--- src/include/serdes_tx_pkg.sv ---
package serdes_tx_pkg;
  // ==========================================================
  // geometry
  localparam int NUM_CH = 8;
  localparam int NUM_PAIR = 4;
  localparam int WORD_W = 10;
  localparam int NIB_W = 5;
  localparam int K_BIT = 8;
  localparam int ADDR_W = 5;
  localparam int DATA_W = 16;
  // ==========================================================
  // management register map
  localparam logic [4:0] MGMT_CTRL_ADDR = 5'h11;
  localparam logic [4:0] SOFT_RST_ADDR = 5'h12;
  localparam logic [4:0] STATUS_ADDR = 5'h13;
  localparam int IFACE_OVR_BIT = 6;
  localparam int ENC_EN_BIT = 7;
  localparam int CLK_SEL_BIT = 15;
  localparam logic [15:0] MGMT_CTRL_RST = 16'h0000;
  localparam logic [7:0] SOFT_RST_RST = 8'h00;
  // ==========================================================
  // timing: core clock stands in for the bit clock
  localparam int REF_PERIOD_NS = 10;
  localparam int BIT_PERIOD_NS = REF_PERIOD_NS / WORD_W;
  localparam logic [1:0] FULL_BIT_CYCLES = 2'h1;
  localparam logic [1:0] HALF_BIT_CYCLES = 2'h2;
  localparam logic [3:0] LAST_BIT = 4'h9;
  localparam logic [3:0] BYTE_CLK_HALF = 4'h5;
  // ==========================================================
  // encoder constants
  localparam logic [9:0] INVALID_K_CODE = 10'h3e0;
  localparam logic [5:0] K28_6B = 6'h0f;
  localparam logic [3:0] ALT7_4B = 4'h7;
  // ==========================================================
  // carriers
  typedef struct packed {
    logic nibble;
    logic half_rate;
    logic independent;
    logic encode;
  } tx_mode_t;
  typedef struct packed {
    logic interface_sel;
    logic rate_sel;
    logic clocking_sel;
    logic encode_sel;
  } mode_pins_t;
endpackage

--- src/enc_8b10b.sv ---
`timescale 1ns/1ns
module enc_8b10b
  import serdes_tx_pkg::*;
(
  input wire logic core_clk_i,          // core clock
  input wire logic resetn_i,            // async reset, low
  input wire logic soft_rst_i,          // channel soft reset
  input wire logic advance_i,           // word consumed
  input wire logic [7:0] data_i,        // character
  input wire logic k_i,                 // control character
  output logic [WORD_W-1:0] code_o      // code, bit 0 sent first
);
  // ==========================================================
  // code tables, abcdei / fghj written msb first, negative rd
  localparam logic [5:0] T6 [32] = '{
    6'h27, 6'h1d, 6'h2d, 6'h31, 6'h35, 6'h29, 6'h19, 6'h38,
    6'h39, 6'h25, 6'h15, 6'h34, 6'h0d, 6'h2c, 6'h1c, 6'h17,
    6'h1b, 6'h23, 6'h13, 6'h32, 6'h0b, 6'h2a, 6'h1a, 6'h3a,
    6'h33, 6'h26, 6'h16, 6'h36, 6'h0e, 6'h2e, 6'h1e, 6'h2b};
  localparam logic [3:0] T4 [8] = '{
    4'hb, 4'h9, 4'h5, 4'hc, 4'hd, 4'ha, 4'h6, 4'he};
  logic rd;
  logic rd_mid;
  logic next_rd;
  logic [4:0] x;
  logic [2:0] y;
  logic k28, kx7, alt7, unbal6, unbal4;
  logic [5:0] b6, c6;
  logic [3:0] b4, c4;
  logic [9:0] msb;
  // ==========================================================
  // disparity-driven choice of each sub-block variant
  always_comb begin
    x = data_i[4:0];
    y = data_i[7:5];
    k28 = k_i && (x == 5'd28);
    kx7 = k_i && (y == 3'd7) && (x == 5'd23 || x == 5'd27 || x == 5'd29 || x == 5'd30);
    b6 = k28 ? K28_6B : T6[x];
    unbal6 = ($countones(b6) != 3);
    c6 = ((unbal6 || (x == 5'd7 && !k28)) && rd) ? ~b6 : b6;
    rd_mid = unbal6 ? ~rd : rd;
    alt7 = (y == 3'd7) && (kx7 || (!rd_mid && (x == 5'd17 || x == 5'd18 || x == 5'd20))
           || (rd_mid && (x == 5'd11 || x == 5'd13 || x == 5'd14)));
    b4 = alt7 ? ALT7_4B : T4[y];
    unbal4 = ($countones(b4) != 2);
    if (k28 && !unbal4 && y != 3'd3) begin
      c4 = rd_mid ? b4 : ~b4;
    end else begin
      c4 = ((unbal4 || y == 3'd3) && rd_mid) ? ~b4 : b4;
    end
    next_rd = unbal4 ? ~rd_mid : rd_mid;
    msb = {c6, c4};
    if (k_i && !(k28 || kx7)) begin
      msb = INVALID_K_CODE;
      next_rd = rd;
    end
    for (int i = 0; i < WORD_W; i++) begin
      code_o[i] = msb[WORD_W-1-i];
    end
  end
  // running disparity, negative after reset
  always_ff @(posedge core_clk_i or negedge resetn_i) begin
    if (!resetn_i) begin
      rd <= 1'b0;
    end else if (soft_rst_i) begin
      rd <= 1'b0;
    end else if (advance_i) begin
      rd <= next_rd;
    end
  end
endmodule

--- src/octal_serdes_transmit_path.sv ---
// Design decisions made here: the placing of the registers and the strobed register port.
`timescale 1ns/1ns
// Summary of operation
// - interface pin low selects multiplexed pairs, high nibble; override bit 17.6 can force.
// - synchronous clocking only if clocking pin and bit 17.15 are both low.
// - rate pin high gives half rate, low gives full rate.
// - input holding stage absorbs phase offset; half rate reads at half speed.
// - byte clock runs at one tenth of the data rate.
// - each channel takes 8 bits plus K, or a raw 10-bit word.
// - synchronous mode captures every pair on both edges of the first pair clock.
// - independent mode times each pair from its own clock.
// - multiplexed: pair shares a bus, B on rising, A on falling edge.
// - nibble: B from bits 9 to 5, A from bits 4 to 0.
// - soft reset on A, C, E or G corrupts partner data while held.
// - encoder picks code variants keeping running disparity balanced.
// - bus bit 8 with data requests a K-character; receiver flags it.
// - all twelve K-characters sent; other K requests send an invalid code.
// - each serializer loads a 10-bit word and sends lsb first.
// - encoding enabled when encode pin or bit 17.7 is high.
module octal_serdes_transmit_path
  import serdes_tx_pkg::*;
(
  input wire logic core_clk_i,                         // core clock
  input wire logic resetn_i,                           // async reset, low
  input wire logic mode_pin_zero_i,                    // interface select pin
  input wire logic mode_pin_one_i,                     // rate select pin
  input wire logic tx_clocking_select_i,               // clocking mode pin
  input wire logic encoding_enable_i,                  // encode pin
  input wire logic tx_clock_pair_ab_i,                 // pair A/B clock
  input wire logic tx_clock_pair_cd_i,                 // pair C/D clock
  input wire logic tx_clock_pair_ef_i,                 // pair E/F clock
  input wire logic tx_clock_pair_gh_i,                 // pair G/H clock
  input wire logic [NUM_PAIR*WORD_W-1:0] tx_parallel_bus_i, // four 10-bit buses
  input wire logic [ADDR_W-1:0] reg_addr_i,            // register address
  input wire logic [DATA_W-1:0] reg_wdata_i,           // write data
  input wire logic reg_write_i,                        // write strobe
  input wire logic reg_read_i,                         // read strobe
  output logic [DATA_W-1:0] reg_rdata_o,               // read data, next cycle
  output logic [NUM_CH-1:0] tx_serial_o,               // serial out, bit i = channel
  output logic byte_clock_o                            // byte clock out
);
  localparam int SYNC_W = 4 + NUM_PAIR + NUM_PAIR * WORD_W;

  // ==========================================================
  // pin synchronisers
  logic [SYNC_W-1:0] sync_a;
  logic [SYNC_W-1:0] sync_b;
  logic [SYNC_W-1:0] raw_pins;
  mode_pins_t pins;
  logic [NUM_PAIR-1:0] pclk;
  logic [NUM_PAIR-1:0] pclk_prev;
  logic [NUM_PAIR*WORD_W-1:0] bus;

  assign raw_pins = {mode_pin_zero_i, mode_pin_one_i, tx_clocking_select_i,
                     encoding_enable_i, tx_clock_pair_gh_i, tx_clock_pair_ef_i,
                     tx_clock_pair_cd_i, tx_clock_pair_ab_i, tx_parallel_bus_i};

  // two stages, clocks and data ride together so edges line up
  always_ff @(posedge core_clk_i or negedge resetn_i) begin
    if (!resetn_i) begin
      sync_a <= '0;
      sync_b <= '0;
    end else begin
      sync_a <= raw_pins;
      sync_b <= sync_a;
    end
  end

  assign pins = mode_pins_t'(sync_b[SYNC_W-1 -: 4]);
  assign pclk = sync_b[NUM_PAIR*WORD_W +: NUM_PAIR];
  assign bus = sync_b[NUM_PAIR*WORD_W-1:0];

  // previous clock level for edge detection
  always_ff @(posedge core_clk_i or negedge resetn_i) begin
    if (!resetn_i) begin
      pclk_prev <= '0;
    end else begin
      pclk_prev <= pclk;
    end
  end

  // ==========================================================
  // management registers
  logic [DATA_W-1:0] mgmt_ctrl;
  logic [NUM_CH-1:0] soft_rst;
  logic [DATA_W-1:0] next_rdata;
  logic hit_ctrl;
  logic hit_srst;
  logic hit_stat;
  tx_mode_t mode;

  // address decode
  assign hit_ctrl = (reg_addr_i == MGMT_CTRL_ADDR);
  assign hit_srst = (reg_addr_i == SOFT_RST_ADDR);
  assign hit_stat = (reg_addr_i == STATUS_ADDR);

  // writes
  always_ff @(posedge core_clk_i or negedge resetn_i) begin
    if (!resetn_i) begin
      mgmt_ctrl <= MGMT_CTRL_RST;
      soft_rst <= SOFT_RST_RST;
    end else if (reg_write_i) begin
      if (hit_ctrl) begin
        mgmt_ctrl <= reg_wdata_i;
      end else if (hit_srst) begin
        soft_rst <= reg_wdata_i[NUM_CH-1:0];
      end
    end
  end

  // read mux, unmapped addresses read zero
  always_comb begin
    if (!reg_read_i) begin
      next_rdata = '0;
    end else if (hit_ctrl) begin
      next_rdata = mgmt_ctrl;
    end else if (hit_srst) begin
      next_rdata = {{(DATA_W-NUM_CH){1'b0}}, soft_rst};
    end else if (hit_stat) begin
      next_rdata = {{(DATA_W-4){1'b0}}, mode};
    end else begin
      next_rdata = '0;
    end
  end

  // data stand only in the cycle after the strobe
  always_ff @(posedge core_clk_i or negedge resetn_i) begin
    if (!resetn_i) begin
      reg_rdata_o <= '0;
    end else begin
      reg_rdata_o <= next_rdata;
    end
  end

  // ==========================================================
  // mode resolution
  // override can only force nibble mode, never force multiplexed
  assign mode.nibble = pins.interface_sel | mgmt_ctrl[IFACE_OVR_BIT];
  assign mode.independent = pins.clocking_sel | mgmt_ctrl[CLK_SEL_BIT];
  assign mode.half_rate = pins.rate_sel;
  assign mode.encode = pins.encode_sel | mgmt_ctrl[ENC_EN_BIT];

  // ==========================================================
  // bit and word timing against the reference clock
  logic [1:0] bit_div;
  logic [1:0] bit_len;
  logic [3:0] bit_cnt;
  logic [3:0] bclk_cnt;
  logic bit_tick;
  logic word_load;
  logic byte_clock;

  // half rate stretches every bit over two core cycles
  assign bit_len = mode.half_rate ? HALF_BIT_CYCLES : FULL_BIT_CYCLES;
  assign bit_tick = (bit_div == bit_len - 2'h1);
  assign word_load = bit_tick && (bit_cnt == LAST_BIT);

  always_ff @(posedge core_clk_i or negedge resetn_i) begin
    if (!resetn_i) begin
      bit_div <= '0;
    end else if (bit_tick) begin
      bit_div <= '0;
    end else begin
      bit_div <= bit_div + 2'h1;
    end
  end

  always_ff @(posedge core_clk_i or negedge resetn_i) begin
    if (!resetn_i) begin
      bit_cnt <= '0;
    end else if (word_load) begin
      bit_cnt <= '0;
    end else if (bit_tick) begin
      bit_cnt <= bit_cnt + 4'h1;
    end
  end

  // byte clock: one period per word time
  always_ff @(posedge core_clk_i or negedge resetn_i) begin
    if (!resetn_i) begin
      bclk_cnt <= '0;
      byte_clock <= 1'b0;
    end else if (bit_tick && bclk_cnt == BYTE_CLK_HALF - 4'h1) begin
      bclk_cnt <= '0;
      byte_clock <= ~byte_clock;
    end else if (bit_tick) begin
      bclk_cnt <= bclk_cnt + 4'h1;
    end
  end

  assign byte_clock_o = byte_clock;

  // ==========================================================
  // per-pair DDR capture and holding stage
  logic [NUM_CH*WORD_W-1:0] held;

  genvar p;
  generate
    for (p = 0; p < NUM_PAIR; p++) begin : g_pair
      logic clk_now;
      logic clk_old;
      logic rise;
      logic fall;
      logic pair_rst;
      logic [WORD_W-1:0] pbus;
      logic [NIB_W-1:0] lo_a;
      logic [NIB_W-1:0] lo_b;
      logic [WORD_W-1:0] word_a;
      logic [WORD_W-1:0] word_b;

      // synchronous mode runs every pair from the first pair clock
      assign clk_now = mode.independent ? pclk[p] : pclk[0];
      assign clk_old = mode.independent ? pclk_prev[p] : pclk_prev[0];
      assign rise = clk_now & ~clk_old;
      assign fall = ~clk_now & clk_old;
      assign pbus = bus[p*WORD_W +: WORD_W];
      // shared input bank: the A-side reset wipes the partner too
      assign pair_rst = soft_rst[2*p];

      always_ff @(posedge core_clk_i or negedge resetn_i) begin
        if (!resetn_i) begin
          lo_a <= '0;
          lo_b <= '0;
          word_a <= '0;
          word_b <= '0;
        end else if (pair_rst) begin
          lo_a <= '0;
          lo_b <= '0;
          word_a <= '0;
          word_b <= '0;
        end else if (!mode.nibble) begin
          if (rise) begin
            word_b <= pbus;
          end
          if (fall) begin
            word_a <= pbus;
          end
        end else begin
          if (rise) begin
            lo_b <= pbus[WORD_W-1:NIB_W];
            lo_a <= pbus[NIB_W-1:0];
          end
          if (fall) begin
            word_b <= {pbus[WORD_W-1:NIB_W], lo_b};
            word_a <= {pbus[NIB_W-1:0], lo_a};
          end
        end
      end

      assign held[(2*p)*WORD_W +: WORD_W] = word_a;
      assign held[(2*p+1)*WORD_W +: WORD_W] = word_b;
    end
  endgenerate

  // ==========================================================
  // per-channel encoder and serializer
  genvar c;
  generate
    for (c = 0; c < NUM_CH; c++) begin : g_ch
      logic [WORD_W-1:0] in_word;
      logic [WORD_W-1:0] code;
      logic [WORD_W-1:0] load_word;
      logic ser_out;

      assign in_word = held[c*WORD_W +: WORD_W];

      enc_8b10b u_enc (
        .core_clk_i(core_clk_i),
        .resetn_i(resetn_i),
        .soft_rst_i(soft_rst[c]),
        .advance_i(word_load & mode.encode),
        .data_i(in_word[7:0]),
        .k_i(in_word[K_BIT]),
        .code_o(code)
      );

      // reset channel sends zeros; raw mode bypasses the encoder
      assign load_word = soft_rst[c] ? '0 : (mode.encode ? code : in_word);
      tx_serializer u_ser (
        .core_clk_i(core_clk_i),
        .resetn_i(resetn_i),
        .load_i(word_load),
        .shift_i(bit_tick),
        .word_i(load_word),
        .serial_o(ser_out)
      );

      assign tx_serial_o[c] = ser_out;
    end
  endgenerate

endmodule

--- src/tx_serializer.sv ---
`timescale 1ns/1ns
module tx_serializer
  import serdes_tx_pkg::*;
(
  input wire logic core_clk_i,          // core clock
  input wire logic resetn_i,            // async reset, low
  input wire logic load_i,              // take a new word
  input wire logic shift_i,             // bit period boundary
  input wire logic [WORD_W-1:0] word_i, // word to send
  output logic serial_o                 // serial line
);
  logic [WORD_W-1:0] sreg;
  // ==========================================================
  // lsb leaves first; load replaces the shift at word end
  always_ff @(posedge core_clk_i or negedge resetn_i) begin
    if (!resetn_i) begin
      sreg <= '0;
    end else if (load_i) begin
      sreg <= word_i;
    end else if (shift_i) begin
      sreg <= {1'b0, sreg[WORD_W-1:1]};
    end
  end
  assign serial_o = sreg[0];
endmodule
--- config.mk ---
export PLATFORM = sky130hd
export DESIGN_NAME = octal_serdes_transmit_path
export DESIGN_NICKNAME = d
export VERILOG_FILES = /design/src/include/serdes_tx_pkg.sv /design/src/enc_8b10b.sv /design/src/octal_serdes_transmit_path.sv /design/src/tx_serializer.sv
export SDC_FILE = /design/constraint.sdc
export NUM_CORES = 1
export LEC_CHECK = 0
export BUFFER_PORTS_ARGS = -buffer_cell sky130_fd_sc_hd__buf_2
export CAP_MARGIN = 20
export CORE_UTILIZATION = 41
export CTS_CLUSTER_DIAMETER = 80
export DETAILED_ROUTE_END_ITERATION = 8
export PLACE_DENSITY = 0.63
export SYNTH_ARGS = -nofsm -noshare
export SYNTH_HDL_FRONTEND = slang
export SYNTH_SLANG_ARGS = --single-unit
--- constraint.sdc ---
create_clock -name core_clk_i -period 6.65 [get_ports core_clk_i]
set_clock_uncertainty 0.1 [all_clocks]
set_input_delay 0.665 -clock core_clk_i [delete_from_list [all_inputs] [get_ports core_clk_i]]
set_output_delay 0.665 -clock core_clk_i [all_outputs]
set_load 0.01 [all_outputs]
==> impl_metrics.py <==
metrics = {
    "synthesis": {
        "post_synthesis_average_cell_area_um2": 9.42,
        "synth_flop_cell": "dfrtp_1",
        "distinct_cell_type_count_after_synthesis": 76,
        "synth_adder_area_share": 0.100,
        "synth.net_count": 2511,
        "synth_top_family_by_area": "compound AO/OA/AOI/OAI gates",
        "synth-simple-area-share": 0.157,
        "post_synth_mux_area_share": 0.0553,
        "xor_xnor_portion_of_the_synthesized_cell_area": 0.0428,
        "syn_area_um2": 21500,
        "post_synth_inst_count": 2279,
        "yosys.area.top_type_share": 0.418,
        "synth.yosys.seq_area_share": 0.418,
        "synth.yosys.warnings": 0,
        "synth_enable_flop_cells": 0,
        "synth_top_area_cell": "dfrtp_1",
        "synth.top_cells.by_area": "dfrtp_1 (42%), ha_1 (8.0%), nor2_1 (4.5%), a21oi_1 (3.7%), nand2_1 (3.6%)",
        "post_synthesis_sequential_element_count": 359,
        "synth_compound_area_frac": 0.184,
        "synth-async-reset-ratio": 1.00,
    },
    "pwr": {
        "power_switching_w": 0.00467,
        "combinationalPowerShare": 0.506,
        "internal_power_w": 0.00668,
        "power.leakage_nw": 10.6,
        "seqPwrFrac": 0.281,
        "total_power_w": 0.0114,
        "clock_power_share": 0.213,
        "power.switching_fraction": 0.411,
        "max-vdd-ir-drop_mv": 0.189,
        "power_per_cell_area_nw_per_um2": 468,
    },
    "placed_design": {
        "gp_routability_congestion": 0.885,
        "dpl.hpwl_mm": 36.2,
        "port_buffers": 97,
    },
    "die": {
        "design.core.area_um2": 51500,
        "ioPinCount": 98,
        "floorplan.die_area_um2": 53300,
        "die-width_um": 231,
        "placementRows": 83,
        "start_util": 0.417,
        "die_height_um": 231,
    },
    "setup_path": {
        "worst_ep_required_time_ns": 7.01,
        "cp-end-kind": "flip-flop",
        "critical_path.cell_chain": "inv_1, ha_1, nand3_1, nor2_4, nor3_2, ha_1, fa_1, ha_1, and4bb_2, xor2_2, mux2_2, o21ai_2, nand2_1, ha_1, ha_1, fa_1, or3b_1, o21bai_1, mux2_2, o311a_1, o311ai_1",
        "timing.rr.start": "g_ch[2].in_word[0]",
        "critical_path.max_stage_delay_ns": 0.48,
        "critPathMaxFanout": 7,
        "rr_worst_depth": 21,
        "regToRegSetupSlack_ns": 0.25,
        "critPathSlowestCell": "fa_1",
        "rr_endpoint": "g_ch[2].u_ser.sreg[6]",
        "criticalPathCategory": "reg2reg",
        "worst-endpoint-arrival_ns": 6.76,
        "startpoint_type": "flip-flop",
        "cpMostUsedCell": "ha_1",
    },
    "detailed_routing": {
        "detail_route.iter0.violations": 1286,
        "vias_per_cell": 5.62,
        "detail_route.wirelength_mm": 52.8,
        "wl_per_cell_um": 17.4,
        "post-route-drc-count": 0,
        "detailroute.via_count": 17100,
        "firstDrtPassIters": 5,
        "detail_route_antenna_nets": 0,
    },
    "clock_network": {
        "h-tree-depth": 2,
        "clockRootBuffer": "clkbuf_16",
        "clk-insertion-delay-late_ns": 0.59,
        "cts_sinks": 359,
        "clock_path_buffers": 3,
        "clk_transition_reported_paths_ns": 0.06,
        "cts_inserted_buffers": 43,
        "cts_hold_repair.buffers": 0,
        "cts_tree": "done",
    },
    "sta": {
        "report.final.setup_viol": 0,
        "transition_time_at_the_pin_with_the_least_slew_margin_ns": 1.07,
        "hold_violations": 0,
        "min_period_over_period": 0.962,
        "timing.final.crit_period_ns": 6.40,
        "fmaxAchievable_ghz": 0.156,
        "maxSlewHeadroom": 0.282,
        "timing.final.max_slew_violations": 0,
        "whs_ns": 0.0309,
    },
    "global_routing": {
        "grt_pass1_vias": 16900,
        "number_of_antenna_violations_at_the_first_check_in_global_routing": 0,
        "pin_count_of_the_biggest_net_entering_global_routing": 136,
        "grt_overflow_total": 0,
        "grt_first_pass_wirelength_mm": 87.8,
        "grt_util_all_layers": 0.199,
    },
    "cells_and_area": {
        "layout.nets": 2556,
        "antenna-diode-count": 0,
        "utilization": 0.471,
        "final_layout_size_suffix_gt1_frac": 0.139,
        "area.growth.synth_to_final_pct": 13.0,
    },
    "status": {
        "status": "completed",
    },
    "worst_hold_path": {
        "worstHoldPathType": "in2async",
    },
    "job": {
        "maxCapViolCount": 0,
    },
}
critical path: cells and delay by family, from the launching register on:
kind                     cells  cell delay [ns]
XOR/XNOR                     1             0.20
adder cells (fa/ha/maj)      7             2.32
AO/OA/AOI/OAI                4             0.94
flip-flops                   1             0.45
multiplexers                 2             0.73
AND/OR/NAND/NOR              6             1.34
buffers and inverters        1             0.20
metrics by stage:
| stage | setup TNS (ns) | worst slack (ns) | cells | cell area [µm²] |
|---|---|---|---|---|
| 2_1_floorplan | 0 | 0.477 | 2279 | 21500 |
| 3_3_place_gp | 0 | 0.149 | 2952 | 22600 |
| 3_5_place_dp | -0.0461 | -0.0223 | 2952 | 22600 |
| 4_1_cts | 0 | 0.0157 | 3032 | 24100 |
| 5_1_grt | -0.107 | -0.0424 | 3038 | 24300 |
| 6_report | 0 | 0.253 | 3038 | 24300 |
synthesized netlist by cell type, types with 32 or more instances:
master      n
xnor2_1    59
xor2_1     46
dfrtp_1   359
mux2i_1    74
clkbuf_1  115
inv_1      74
nand2_1   205
a21oi_1   160
mux2_2     32
nor2_1    257
and3_1     33
nand3_1    65
o21ai_0    63
a211oi_1   67
o22ai_1    39
ha_1      138
per-layer routing:
| layer | vias up | share of wire | global-route usage |
|---|---|---|---|
| met5 | - | 0 | 0 |
| met4 | 0 | 0.022 | 0.0534 |
| met3 | 79 | 0.046 | 0.0332 |
| met2 | 384 | 0.46 | 0.326 |
| met1 | 8362 | 0.47 | 0.272 |
| li1 | 8242 | - | - |
flip-flops by register name, summed over array words and instances (netlist names):
register         count
bclk_cnt             4
bit_cnt              4
bit_div              2
byte_clock_o         1
g_ch.in_word        80
g_ch.u_enc.rd        8
g_ch.u_ser.sreg     80
g_pair.lo_a         20
g_pair.lo_b         20
mgmt_ctrl           16
pclk_prev            4
reg_rdata_o         16
soft_rst             8
sync_a              48
sync_b              48
power by group through the flow:
stage          logic, W  clock network [W]  registers (W)
5_1_grt         0.00646            0.00257        0.00326
4_1_cts         0.00557            0.00249        0.00318
3_5_place_dp    0.00552                  0        0.00322
6_report        0.00575            0.00242        0.00319
3_3_place_gp    0.00537                  0        0.00319
2_1_floorplan   0.00446                  0        0.00295
logic make-up (layout without fill, tap and decap cells):
group | after synthesis | in the layout
mux | 112 | 112
buf+inv | 231 | 310
fa+ha+maj | 159 | 159
xor+xnor | 105 | 105
compound gates | 587 | 587
flops | 359 | 359
simple gates | 726 | 726
how the worst max path moves through the flow:
stage | endpoint | from | slack, ns | depth (start not counted)
after floorplan | g_ch[2].u_ser.sreg[6] | g_ch[2].in_word[1] | 0.48 | 22
after global placement | g_ch[4].u_ser.sreg[7] | g_ch[4].in_word[1] | 0.15 | 24
after detailed placement | g_ch[7].u_ser.sreg[8] | g_ch[7].in_word[0] | -0.02 | 23
after CTS | g_ch[2].u_ser.sreg[6] | g_ch[2].in_word[0] | 0.02 | 21
after global routing | g_ch[1].u_ser.sreg[7] | g_ch[1].in_word[3] | -0.04 | 24
final | g_ch[2].u_ser.sreg[6] | g_ch[2].in_word[0] | 0.25 | 21
layout by cell type (no fill, tap or decap), types with 8 or more instances in the layout:
| cell | netlist | routed |
|---|---|---|
| a2111oi_0 | 10 | 9 |
| a211oi_1 | 67 | 66 |
| a21o_1 | 8 | 8 |
| a21oi_1 | 160 | 158 |
| a221o_1 | 10 | 10 |
| a221oi_1 | 20 | 16 |
| a22oi_1 | 14 | 14 |
| a2bb2oi_1 | 9 | 9 |
| a311oi_1 | 20 | 20 |
| a31oi_1 | 24 | 24 |
| and2_1 | 26 | 26 |
| and3_1 | 33 | 33 |
| and4bb_2 | 8 | 8 |
| buf_2 | 22 | 96 |
| buf_4 | 8 | 52 |
| clkbuf_16 | 0 | 44 |
| dfrtp_1 | 359 | 352 |
| fa_1 | 21 | 21 |
| ha_1 | 138 | 137 |
| inv_1 | 74 | 74 |
| mux2_2 | 32 | 32 |
| mux2i_1 | 74 | 73 |
| nand2_1 | 205 | 205 |
| nand2b_1 | 28 | 27 |
| nand3_1 | 65 | 65 |
| nand4_1 | 9 | 9 |
| nor2_1 | 257 | 254 |
| nor2b_1 | 28 | 27 |
| nor3_1 | 22 | 21 |
| nor4_1 | 8 | 8 |
| o211ai_1 | 26 | 26 |
| o21ai_0 | 63 | 62 |
| o21ai_1 | 18 | 16 |
| o221ai_1 | 29 | 28 |
| o22ai_1 | 39 | 39 |
| o31ai_1 | 14 | 14 |
| xnor2_1 | 59 | 59 |
| xor2_1 | 46 | 42 |
cell type report:
type	count	area (µm²)
clock inverters	23	263
repair buffers	152	937
fillers	4862	27200
well taps	680	851
flip-flops and latches	359	8990
inverters	79	297
clock buffers	56	1210
multi-input cells	1689	11700
repair_timing:
| action | 4_1_cts | 5_1_grt |
|---|---|---|
| setup endpoints to repair | 3 | 22 |
| pin swaps | 1 | 2 |
| buffers inserted | 1 | 5 |
| gates cloned | 0 | 0 |
| gates resized for setup | 2 | 31 |
Power figures use the tool's default switching activity.
